## src/shared/watchdog_defines.svh

```systemverilog
`ifndef WATCHDOG_DEFINES_SVH
`define WATCHDOG_DEFINES_SVH

// Register offsets on the plain register port.
`define ADDR_CONTROL 4'h0
`define ADDR_RELOAD 4'h1
`define ADDR_FEED_FIRST 4'h2
`define ADDR_FEED_SECOND 4'h3
`define ADDR_MODE 4'h4
`define ADDR_COUNT 4'h5

// Control register field positions.
`define BIT_CLKSEL 0
`define BIT_TOF 1
`define BIT_RUN 2
`define BIT_PRE_LO 5
`define BIT_PRE_HI 7

// Mode register field positions.
`define BIT_RSTEN 0
`define BIT_IRQEN 1
`define BIT_PWRDN 2

// Reset values.
`define CONTROL_RESET 8'he5
`define RELOAD_RESET 8'hff
`define MODE_RESET 8'h00

// Feed sequence bytes.
`define FEED_BYTE_FIRST 8'ha5
`define FEED_BYTE_SECOND 8'h5a

// Base exponent of the prescaler tap.
`define PRE_BASE 5

// Synchroniser depth of the clock switch.
`define SWITCH_CYCLES 2'd2

`endif

```

## src/shared/watchdog_pkg.sv

```systemverilog
package watchdog_pkg;

  // Phases of a count clock switch-over.
  typedef enum logic [1:0] {
    SW_IDLE,
    SW_RELEASE,
    SW_ACQUIRE
  } switch_state_type;

  // Tracks the two-write feed sequence.
  typedef enum logic [0:0] {
    FEED_WAIT_FIRST,
    FEED_WAIT_SECOND
  } feed_state_type;

endpackage : watchdog_pkg

```

## src/rtl/watchdog_unit.sv

```systemverilog
// The implementer's own choices: the register addresses and the strobed register port.
`include "watchdog_defines.svh"

module watchdog_unit
  import watchdog_pkg::*;
#(
  parameter int PRE_WIDTH = 18
) (
  input wire logic sys_clk,
  input wire logic resetn,
  input wire logic [3:0] regAddr,
  input wire logic [7:0] regWriteData,
  input wire logic regWrite,
  input wire logic regRead,
  output logic [7:0] regReadData,
  input wire logic oscTick,
  output logic oscEnable,
  output logic chipReset,
  output logic irqRequest,
  output logic wakeUp
);
  import watchdog_pkg::*;

  // Two-flop synchroniser of the oscillator tick input.
  logic oscSync1_reg;
  logic oscSync2_reg;
  // Previous synchronised level, for edge detection.
  logic oscPrev_reg;
  // Core clock divider for the peripheral clock enable.
  logic pclkDiv_reg, pclkDiv_next;
  // Software-visible control, reload and mode registers.
  logic [7:0] control_reg, control_next;
  logic [7:0] reload_reg, reload_next;
  logic [7:0] mode_reg, mode_next;
  // Active shadow control register.
  logic [7:0] shadow_reg, shadow_next;
  // Active clock source, 1 is oscillator.
  logic activeSel_reg, activeSel_next;
  // Pending target clock source during a switch.
  logic targetSel_reg, targetSel_next;
  // Switch-over phase and its cycle counter.
  switch_state_type swState_reg, swState_next;
  logic [1:0] swCount_reg, swCount_next;
  // Feed sequence state.
  feed_state_type feedState_reg, feedState_next;
  // Prescaler and down counter.
  logic [PRE_WIDTH-1:0] prescale_reg, prescale_next;
  logic [7:0] counter_reg, counter_next;
  // Timer mode delayed control copy is pending.
  logic copyPending_reg, copyPending_next;
  // Counter has run out; the next tick is the underflow itself, which
  // gives the one extra tick of the timeout length.
  logic lastTick_reg, lastTick_next;
  // Registered outputs.
  logic [7:0] readData_next;
  logic chipReset_next, irqRequest_next, wakeUp_next, oscEnable_next;

  // Internal strobes.
  logic oscEdge, pclkEdge, oldEdge, newEdge, wdTick;
  logic feedDone, feedBad, underflow, timerMode, powerDown;

  // Last prescaler value for a tap: 2^(5+tap)-1.
  function automatic logic [PRE_WIDTH-1:0] pre_limit(input logic [2:0] tap);
    logic [PRE_WIDTH-1:0] one;
    one = {{(PRE_WIDTH-1){1'b0}}, 1'b1};
    pre_limit = (one << (`PRE_BASE + tap)) - one;
  endfunction : pre_limit

  // Synchroniser for the oscillator tick, which comes from another domain.
  always_ff @(posedge sys_clk or negedge resetn) begin
    if (!resetn) begin
      oscSync1_reg <= 1'b0;
      oscSync2_reg <= 1'b0;
      oscPrev_reg <= 1'b0;
    end else begin
      oscSync1_reg <= oscTick;
      oscSync2_reg <= oscSync1_reg;
      oscPrev_reg <= oscSync2_reg;
    end
  end

  // Decode edges and mode bits.
  always_comb begin
    timerMode = !mode_reg[`BIT_RSTEN];
    powerDown = mode_reg[`BIT_PWRDN];
    oscEdge = oscSync2_reg && !oscPrev_reg;
    // Peripheral clock halts in power-down.
    pclkEdge = pclkDiv_reg && !powerDown;
    oldEdge = activeSel_reg ? oscEdge : pclkEdge;
    newEdge = targetSel_reg ? oscEdge : pclkEdge;
    // The counter only ticks while the clock selection is settled.
    wdTick = (swState_reg == SW_IDLE) && oldEdge && shadow_reg[`BIT_RUN];
    feedDone = regWrite && (regAddr == `ADDR_FEED_SECOND)
      && (regWriteData == `FEED_BYTE_SECOND)
      && (feedState_reg == FEED_WAIT_SECOND);
    feedBad = regWrite && (feedState_reg == FEED_WAIT_SECOND) && !feedDone;
    // Underflow is the tick after the counter and prescaler ran out.
    underflow = wdTick && lastTick_reg;
  end

  // Next-state logic for the whole watchdog.
  always_comb begin
    pclkDiv_next = !pclkDiv_reg;
    control_next = control_reg;
    reload_next = reload_reg;
    mode_next = mode_reg;
    shadow_next = shadow_reg;
    activeSel_next = activeSel_reg;
    targetSel_next = targetSel_reg;
    swState_next = swState_reg;
    swCount_next = swCount_reg;
    feedState_next = feedState_reg;
    prescale_next = prescale_reg;
    counter_next = counter_reg;
    copyPending_next = copyPending_reg;
    lastTick_next = lastTick_reg;
    readData_next = 8'h00;
    chipReset_next = 1'b0;
    irqRequest_next = 1'b0;
    wakeUp_next = 1'b0;
    // Register writes.
    if (regWrite) begin
      case (regAddr)
        `ADDR_CONTROL: begin
          control_next = regWriteData;
          control_next[4:3] = 2'b00;
          // Flag is kept unless software writes zero.
          control_next[`BIT_TOF] = control_reg[`BIT_TOF]
            && regWriteData[`BIT_TOF];
          copyPending_next = 1'b1;
        end
        `ADDR_RELOAD: reload_next = regWriteData;
        `ADDR_MODE: mode_next = regWriteData;
        default: begin
        end
      endcase
    end
    // Feed sequence tracking.
    if (regWrite && regAddr == `ADDR_FEED_FIRST
        && regWriteData == `FEED_BYTE_FIRST) begin
      feedState_next = FEED_WAIT_SECOND;
    end else if (regWrite) begin
      feedState_next = FEED_WAIT_FIRST;
    end
    // Wrong feed resets in watchdog mode, ignored in timer mode.
    if (feedBad && !timerMode) begin
      chipReset_next = 1'b1;
    end
    // Timer mode: delayed copy of the control register.
    // The copy follows any edge of the source, so a stopped timer can
    // still be started again by setting its run bit.
    if (timerMode && copyPending_reg && oldEdge) begin
      shadow_next = control_reg;
      copyPending_next = 1'b0;
    end
    // Completed feed loads shadow and counter and restarts prescaler.
    if (feedDone) begin
      shadow_next = control_reg;
      counter_next = reload_reg;
      prescale_next = '0;
      copyPending_next = 1'b0;
      lastTick_next = 1'b0;
      // Clock select only changes here.
      if (control_reg[`BIT_CLKSEL] != activeSel_reg) begin
        targetSel_next = control_reg[`BIT_CLKSEL];
        swState_next = SW_RELEASE;
        swCount_next = 2'd0;
      end
      if (!timerMode) begin
        control_next[`BIT_TOF] = 1'b0;
      end
    end else if (wdTick) begin
      if (lastTick_reg) begin
        // Underflow tick: reload and start the next period at once.
        lastTick_next = 1'b0;
        prescale_next = '0;
        counter_next = reload_reg;
      end else if (prescale_reg
          == pre_limit(shadow_reg[`BIT_PRE_HI:`BIT_PRE_LO])) begin
        prescale_next = '0;
        if (counter_reg == 8'h00) begin
          // Hold at zero for the final tick of the timeout.
          lastTick_next = 1'b1;
        end else begin
          counter_next = counter_reg - 8'h01;
        end
      end else begin
        prescale_next = prescale_reg + {{(PRE_WIDTH-1){1'b0}}, 1'b1};
      end
    end
    // Switch-over: wait two old edges, then two new edges.
    // A stopped old clock stalls the switch here.
    case (swState_reg)
      SW_IDLE: begin
      end
      SW_RELEASE: begin
        if (oldEdge) begin
          swCount_next = swCount_reg + 2'd1;
          if (swCount_reg + 2'd1 == `SWITCH_CYCLES) begin
            swState_next = SW_ACQUIRE;
            swCount_next = 2'd0;
          end
        end
      end
      SW_ACQUIRE: begin
        if (newEdge) begin
          swCount_next = swCount_reg + 2'd1;
          if (swCount_reg + 2'd1 == `SWITCH_CYCLES) begin
            swState_next = SW_IDLE;
            activeSel_next = targetSel_reg;
            swCount_next = 2'd0;
          end
        end
      end
      default: swState_next = SW_IDLE;
    endcase
    // Underflow sets the flag, the set wins over a clear.
    if (underflow) begin
      control_next[`BIT_TOF] = 1'b1;
      irqRequest_next = timerMode && mode_reg[`BIT_IRQEN];
      wakeUp_next = powerDown;
      if (!timerMode) begin
        chipReset_next = 1'b1;
      end
    end
    // Oscillator runs in power-down only while active or the target of a switch.
    oscEnable_next = !powerDown || activeSel_reg
      || (swState_reg != SW_IDLE && targetSel_reg);
    // Read data, one cycle after the strobe.
    if (regRead) begin
      case (regAddr)
        `ADDR_CONTROL: readData_next = control_reg;
        `ADDR_RELOAD: readData_next = reload_reg;
        `ADDR_MODE: readData_next = mode_reg;
        `ADDR_COUNT: readData_next = counter_reg;
        default: readData_next = 8'h00;
      endcase
    end
  end

  // Register every piece of state except the oscillator synchroniser flops.
  always_ff @(posedge sys_clk or negedge resetn) begin
    if (!resetn) begin
      pclkDiv_reg <= 1'b0;
      control_reg <= `CONTROL_RESET;
      reload_reg <= `RELOAD_RESET;
      mode_reg <= `MODE_RESET;
      shadow_reg <= `CONTROL_RESET;
      activeSel_reg <= 1'b1;
      targetSel_reg <= 1'b1;
      swState_reg <= SW_IDLE;
      swCount_reg <= 2'd0;
      feedState_reg <= FEED_WAIT_FIRST;
      prescale_reg <= '0;
      counter_reg <= `RELOAD_RESET;
      copyPending_reg <= 1'b0;
      lastTick_reg <= 1'b0;
      regReadData <= 8'h00;
      chipReset <= 1'b0;
      irqRequest <= 1'b0;
      wakeUp <= 1'b0;
      oscEnable <= 1'b1;
    end else begin
      pclkDiv_reg <= pclkDiv_next;
      control_reg <= control_next;
      reload_reg <= reload_next;
      mode_reg <= mode_next;
      shadow_reg <= shadow_next;
      activeSel_reg <= activeSel_next;
      targetSel_reg <= targetSel_next;
      swState_reg <= swState_next;
      swCount_reg <= swCount_next;
      feedState_reg <= feedState_next;
      prescale_reg <= prescale_next;
      counter_reg <= counter_next;
      copyPending_reg <= copyPending_next;
      lastTick_reg <= lastTick_next;
      regReadData <= readData_next;
      chipReset <= chipReset_next;
      irqRequest <= irqRequest_next;
      wakeUp <= wakeUp_next;
      oscEnable <= oscEnable_next;
    end
  end

endmodule : watchdog_unit

```

## config.mk

```make
export PLATFORM = sky130hd
export DESIGN_NAME = watchdog_unit
export DESIGN_NICKNAME = d
export VERILOG_FILES = /design/src/shared/watchdog_pkg.sv /design/src/rtl/watchdog_unit.sv
export VERILOG_INCLUDE_DIRS = /design/src /design/src/shared
export SDC_FILE = /design/constraint.sdc
export NUM_CORES = 1
export LEC_CHECK = 0
export BUFFER_PORTS_ARGS = -buffer_cell sky130_fd_sc_hd__buf_2
export CORE_UTILIZATION = 40
export CTS_CLUSTER_DIAMETER = 150
export DETAILED_ROUTE_END_ITERATION = 6
export GPL_TIMING_DRIVEN = 0
export SLEW_MARGIN = 25
export SYNTH_ARGS = -nofsm -noshare
export SYNTH_HDL_FRONTEND = slang
export SYNTH_SLANG_ARGS = --single-unit
```

## constraint.sdc

```tcl
create_clock -name sys_clk -period 5.2 [get_ports sys_clk]
set_input_delay 0.26 -clock sys_clk [delete_from_list [all_inputs] [get_ports sys_clk]]
set_output_delay 0.26 -clock sys_clk [all_outputs]
set_load 0.05 [all_outputs]
```

### Word level (Yosys, flattened, before mapping)

Cells that the tools add are included.

* memories kept: 0
* bits in read-only memories: 0
* flip-flop bits (word level): 81
* output and inout bits: 12
* bits in latches: 0
* RAM bits: 0

* equality and inequality tests: 13
* add/subtract/negate cells: 5
* reduce and logical (&&, ||, !) cells: 42
* shift-type cells: 1
* multiplexer cells: 49
* div/mod/pow operators: 0
* multiply operators: 0
* order comparisons: 0
* bitwise operators: 0

Operators with widths (count)
* two-way mux 18 bit: 4
* two-way mux 8 bit: 8
* one-hot mux 8 bit (4 select lines): 1
* two-way mux 2 bit: 13
* two-way mux 1 bit: 21
* adder 18 x 1 -> 18 bit, second input constant: 1
* equality test 18 bit: 1
* logical AND 1 bit: 18
* << shifter 1 x 4 -> 18 bit, first input constant: 1
* subtractor 18 x 1 -> 18 bit, second input constant: 1
* AND reduction 2 bit: 5
* nonzero test 3 bit: 3
* equality test 4 x 2 -> 1 bit, second input constant: 2
* equality test 4 x 3 -> 1 bit, second input constant: 2
* equality test 8 x 7 -> 1 bit, second input constant: 1
* equality test 8 bit, second input constant: 1
* logical NOT 8 bit: 1
* nonzero test 2 bit: 4
* subtractor 8 x 1 -> 8 bit, second input constant: 1
* one-hot mux 2 bit (3 select lines): 1
* AND reduction 3 bit: 2
* logical NOT 1 bit: 5
* adder 3 x 3 -> 4 bit, first input constant: 1
* equality test 2 bit, second input constant: 2
* other kinds (9): 10

### Logic depth before layout (Yosys ltp)

* depth after elaboration: 10
* depth in mapped cells: 9
* mapped depth without buffers: 8

### Least setup slack after synthesis

Ideal clock, no wire load.

* kind: register to register
* start point: register prescale_reg[7]
* end point: register counter_reg[2]
* arrival: 2347 ps
* buffers on the path: 1
* cell stages (with the launch flop): 8
* required time: 5136 ps
* path slack: 2789 ps
* setup time: 64 ps
* clock period less this slack: 2411 ps
* path through: dfrtp_1 or4_1 o22ai_1 a21oi_1 or4_1 buf_2 or4_1 nand3_1

* cells in the longest elaborated chain, start to end: 3

RTL lines
* from (decl): RTL line watchdog_unit.sv:47 `logic [PRE_WIDTH-1:0] prescale_reg, prescale_next;`
* from (signal assigned): RTL line watchdog_unit.sv:274 `prescale_reg <= prescale_next;`
* equality test 18 bit: RTL line watchdog_unit.sv:178 `end else if (prescale_reg`
* nonzero test 3 bit (no source line)
* AND reduction 3 bit (no source line)
* to (signal assigned): RTL line watchdog_unit.sv:255 `` counter_reg <= `RELOAD_RESET; ``
* to (signal assigned): RTL line watchdog_unit.sv:275 `counter_reg <= counter_next;`
* to (decl): RTL line watchdog_unit.sv:48 `logic [7:0] counter_reg, counter_next;`

No other way between the ends.
A chain may end at the register's enable or synchronous reset.

### Worst setup path in the final report

* start point: register prescale_reg[7]
* end point: register prescale_reg[9]

* cells in the longest elaborated chain, start to end: 5
* elaborated cells between the ends (all ways): 6
* classes of those cells: 1 x add/sub; 1 x eq/ne; 4 x mux

RTL lines
* adder 18 x 1 -> 18 bit or equality test 18 bit (tied branches): RTL line watchdog_unit.sv:188, watchdog_unit.sv:178
* two-way mux 18 bit *: RTL line watchdog_unit.sv:178
* two-way mux 18 bit *: RTL line watchdog_unit.sv:173 `if (lastTick_reg) begin`
* two-way mux 18 bit *: RTL line watchdog_unit.sv:172 `end else if (wdTick) begin`
* two-way mux 18 bit *: RTL line watchdog_unit.sv:157 `if (feedDone) begin`

Every way passes the cells marked *; elsewhere a longest branch is shown, timed or not. The select of a mux whose other input is x is not followed.

==> run summary <==
The count of instances resized after the clock tree is built is 0. The most used flip-flop cell after synthesis is dfrtp_1. The share of total power in the clock network is 26.0%. The share of synthesized area in the top cell type comes to 30.8%. The switching portion of total power came out at 32.3%.

The peak clock frequency supported by timing is approximately 0.38 GHz. Of the total synthesized cell area, the portion taken by XOR and XNOR cells is 4.40%. At the end of routability-driven placement, the weighted congestion stood at 0.813. Summing the areas of all compound-gate instances in the mapped netlist gives 9.55% of the synthesized area. The number of hold-slack violations in the final timing report is 0. The required time of the critical path came out at ~5.4 ns.

The mean area per synthesized cell is between 10 and 15 um^2. The via count came out at 2,972. The post-detailed-route DRC marker count is 0. The most critical setup path has its startpoint at prescale_reg[7].

The net switching power is roughly 0.00056 W. Summed over all layers, the routed wires come to between 8000 and 9000 um. The minimum setup slack in the final design is roughly 2.6 ns. The number of cells on the worst reg-to-reg path is 8. The number of nets produced by synthesis is 389. The number of core rows came out at 36. The peak fanout along the critical path came out at 10. The pin count of the biggest net entering global routing is 54. The number of iterations in the first detailed-routing pass came out at 5. The ratio of total power to cell area came out at 385 nW/um^2. The routed length per placed instance is 16.4 um. For the pin with the worst max-slew slack, the measured transition is 0.815 ns. The area of the die came out at slightly above 10,000 um^2. The worst hold path stage count came out at 2. The total inserted antenna cells is 0. The number of buffers added on ports came out at 28. The number of global-route vias before repair came out at 2,965. The commonest cells after synthesis are dfrtp_1, nor2_1, nand2_1. The synthesized netlist cell count is 366. The relative max-transition margin came out at between 40 and 50%. In the final design database the tool counted 431 nets.

After layout, the design draws a total of 0.00174 W. Of the total power, registers draw 48.9%. The number of nets with antenna violations after routing is 0. The number of enable flip-flop cells after synthesis came out at 0. The nature of the critical path startpoint is a register. The final setup TNS is 0 ns. The async set-or-reset flop fraction in the synthesized netlist is 100%.

The number of top-level pins is 29. By area the synthesized netlist is led by dfrtp_1, dfstp_2, mux2_2, mux4_2, nor2_1. The core region is 9730 um^2. The worst vdd rail ir drop came out at 0.000198 V. The number of warnings printed during yosys synthesis came out at 0. In this run the static leakage power is roughly 1.9 nW.

The ratio of cells with drive above 1 in the final layout came out at approximately 29%. The CTS H-tree depth came out at 3. The initial standard-cell utilization of the core is 40.9%.

Across the run, the number of max-cap violations was 0. The register with the most flip-flops in the layout has 18 of them. By instance count, the leading cell after synthesis is dfrtp_1. The adder-cell area share of the yosys netlist is 1.88%.

The clock period minus worst slack came out at 2.63 ns. Of the post-synthesis cell area, the part taken by muxes is 11.0%. The first global-routing pass estimated roughly 15,000 um of wire. The number of setup buffers added after CTS came out at 0.

The critical path is of the register to register type. The overall global routing resource usage came out at about a fifth. The share of the yosys chip area belonging to registers came out at 49.2%.

The clock transition time at the flip-flop clock pins of the worst setup and hold paths is 0.08 ns. Setup repair after global routing left no endpoint under its margin. The largest area contributor in the netlist is dfrtp_1. The number of antenna violations at the first check in global routing came out at 0. The detailed router finished its first iteration with 199 violations. Measured along the y axis, the die boundary spans around 100 um. The flow ran to the end, and the final reports show no timing, DRC or antenna violations. The number of distinct library cells after synthesis is 61. The CTS tree is done. The worst hold path begins at regWrite. The maximum buffer depth of the clock tree is 2. The cell-internal power came out at 0.00118 W. After Yosys synthesis, and, or, nand and nor cells account for 20.8% of the synthesized area. The number of clock buffers added by TritonCTS is 9. The data arrival at the endpoint of the critical path is 2.87 ns. The worst path uses 50.6% of the clock period. The total number of clock tree sinks came out at 77. The clock insertion delay at the later pin of the skew report came out at 0.36 ns. The main combinational cell family by area after synthesis is simple AND/OR/NAND/NOR gates.

Setup violations remaining at the end of the flow were counted as 0. The worst setup path is captured at a register. Before CTS, the worst setup slack after placement is 2.33 ns. The tightest min-delay check is of the primary input to register type. Hold is met by 0.150 ns.

The tree is rooted in a clkbuf_8. The placed wire-length estimate after detailed placement is 6410 um. The final clock skew is 0.00980 ns.

The post-synthesis to final-layout area growth is 13.8%. The startpoint of the worst register-to-register path is prescale_reg[7]. After global routing the overflow that remains totals 0. The die outline width is 102 um.

The number of slew-limit violations in the final report came out at 0. The logic gate share of total power is 25.1%. The number of vias per cell after detailed routing came out at 5.44. The synthesized design contains 77 register bits. The post-synthesis instance area came out at 3980 um^2.
path summary, 6_finish.rpt:
check / to / slack, ns
worst max register to register: prescale_reg[9] / 2.57
worst min register to register: oscSync2_reg / 0.36
min in group asynchronous: prescale_reg[16] / 0.35
worst min-delay path: feedState_reg / 0.15
max in group asynchronous: reload_reg[1] / 4.22
worst max-delay path: prescale_reg[9] / 2.57
area by class of cell:
cell class | count | area, um^2
Clock buffer | 11 | 131
Multi-Input combinational cell | 268 | 1900
Buffer | 10 | 81.3
Fill cell | 926 | 5200
Inverter | 11 | 41.3
Tap cell | 133 | 166
Timing Repair Buffer | 31 | 190
Sequential cell | 77 | 1960
Clock inverter | 5 | 61.3
cells in the final DEF, fill, tap and decap left out, types with 3 or more instances in the layout:
cell / instances
nand2b_1: 7
and3_1: 7
ha_1: 6
clkinvlp_4: 3
dfrtp_1: 49
clkbuf_1: 3
o211ai_1: 7
inv_1: 11
nand4_1: 7
nor4_1: 4
mux2_2: 27
a21oi_1: 15
dfstp_2: 28
nand3b_1: 4
nand2_1: 32
o21ai_0: 12
xnor2_1: 11
or4_1: 8
nor2_1: 35
nand3_1: 15
nand4b_1: 3
nor3_1: 7
a22oi_1: 4
clkbuf_8: 11
xor2_1: 9
mux4_2: 6
buf_2: 29
cell families after synthesis:
logic type                 after synthesis
buffers and inverters                   21
and+or+nand+nor                        151
muxes                                   33
DFF                                     77
AOI/OAI and AO/OA                       58
adders and majority gates                6
xor gates and xnor gates                20
layer usage:
layer / up-vias / wire [um] / track usage, %
met4: 0 / 247 / 10.4
met3: 21 / 314 / 3.17
li1: 1419 / - / -
met5: - / 0 / 0
met1: 1461 / 4170 / 26.3
met2: 71 / 4250 / 30.3
critical path, stage by stage (launching register included):
cell	delay, ns
dfrtp_1	0.46
or4_1	0.54
o22ai_1	0.18
a21oi_1	0.08
or3_1	0.38
clkbuf_1	0.20
a21oi_2	0.34
buf_2	0.28
nor2_1	0.07
power by group through the flow:
stage	Sequential [W]	Clock, W	Combinational, W
final	0.000852	0.000453	0.000438
after floorplan	0.000846	0	0.000324
after CTS	0.000852	0.000469	0.000441
after detailed placement	0.000861	0	0.000438
after global placement	0.000858	0	0.000426
after global routing	0.000870	0.000491	0.000491
stage by stage:
stage,util (%),area [um^2],cells
6_report,46.6,4530,546
4_1_cts,46.6,4530,546
2_1_floorplan,-,3980,366
3_3_place_gp,44.1,4290,527
3_5_place_dp,44.4,4320,528
5_1_grt,46.6,4530,546
timing repair:
action	4_1_cts	5_1_grt
setup endpoints to repair	0	0
hold endpoints to repair	14	0
hold buffers	2	0
(Power assumes the default switching activity.)
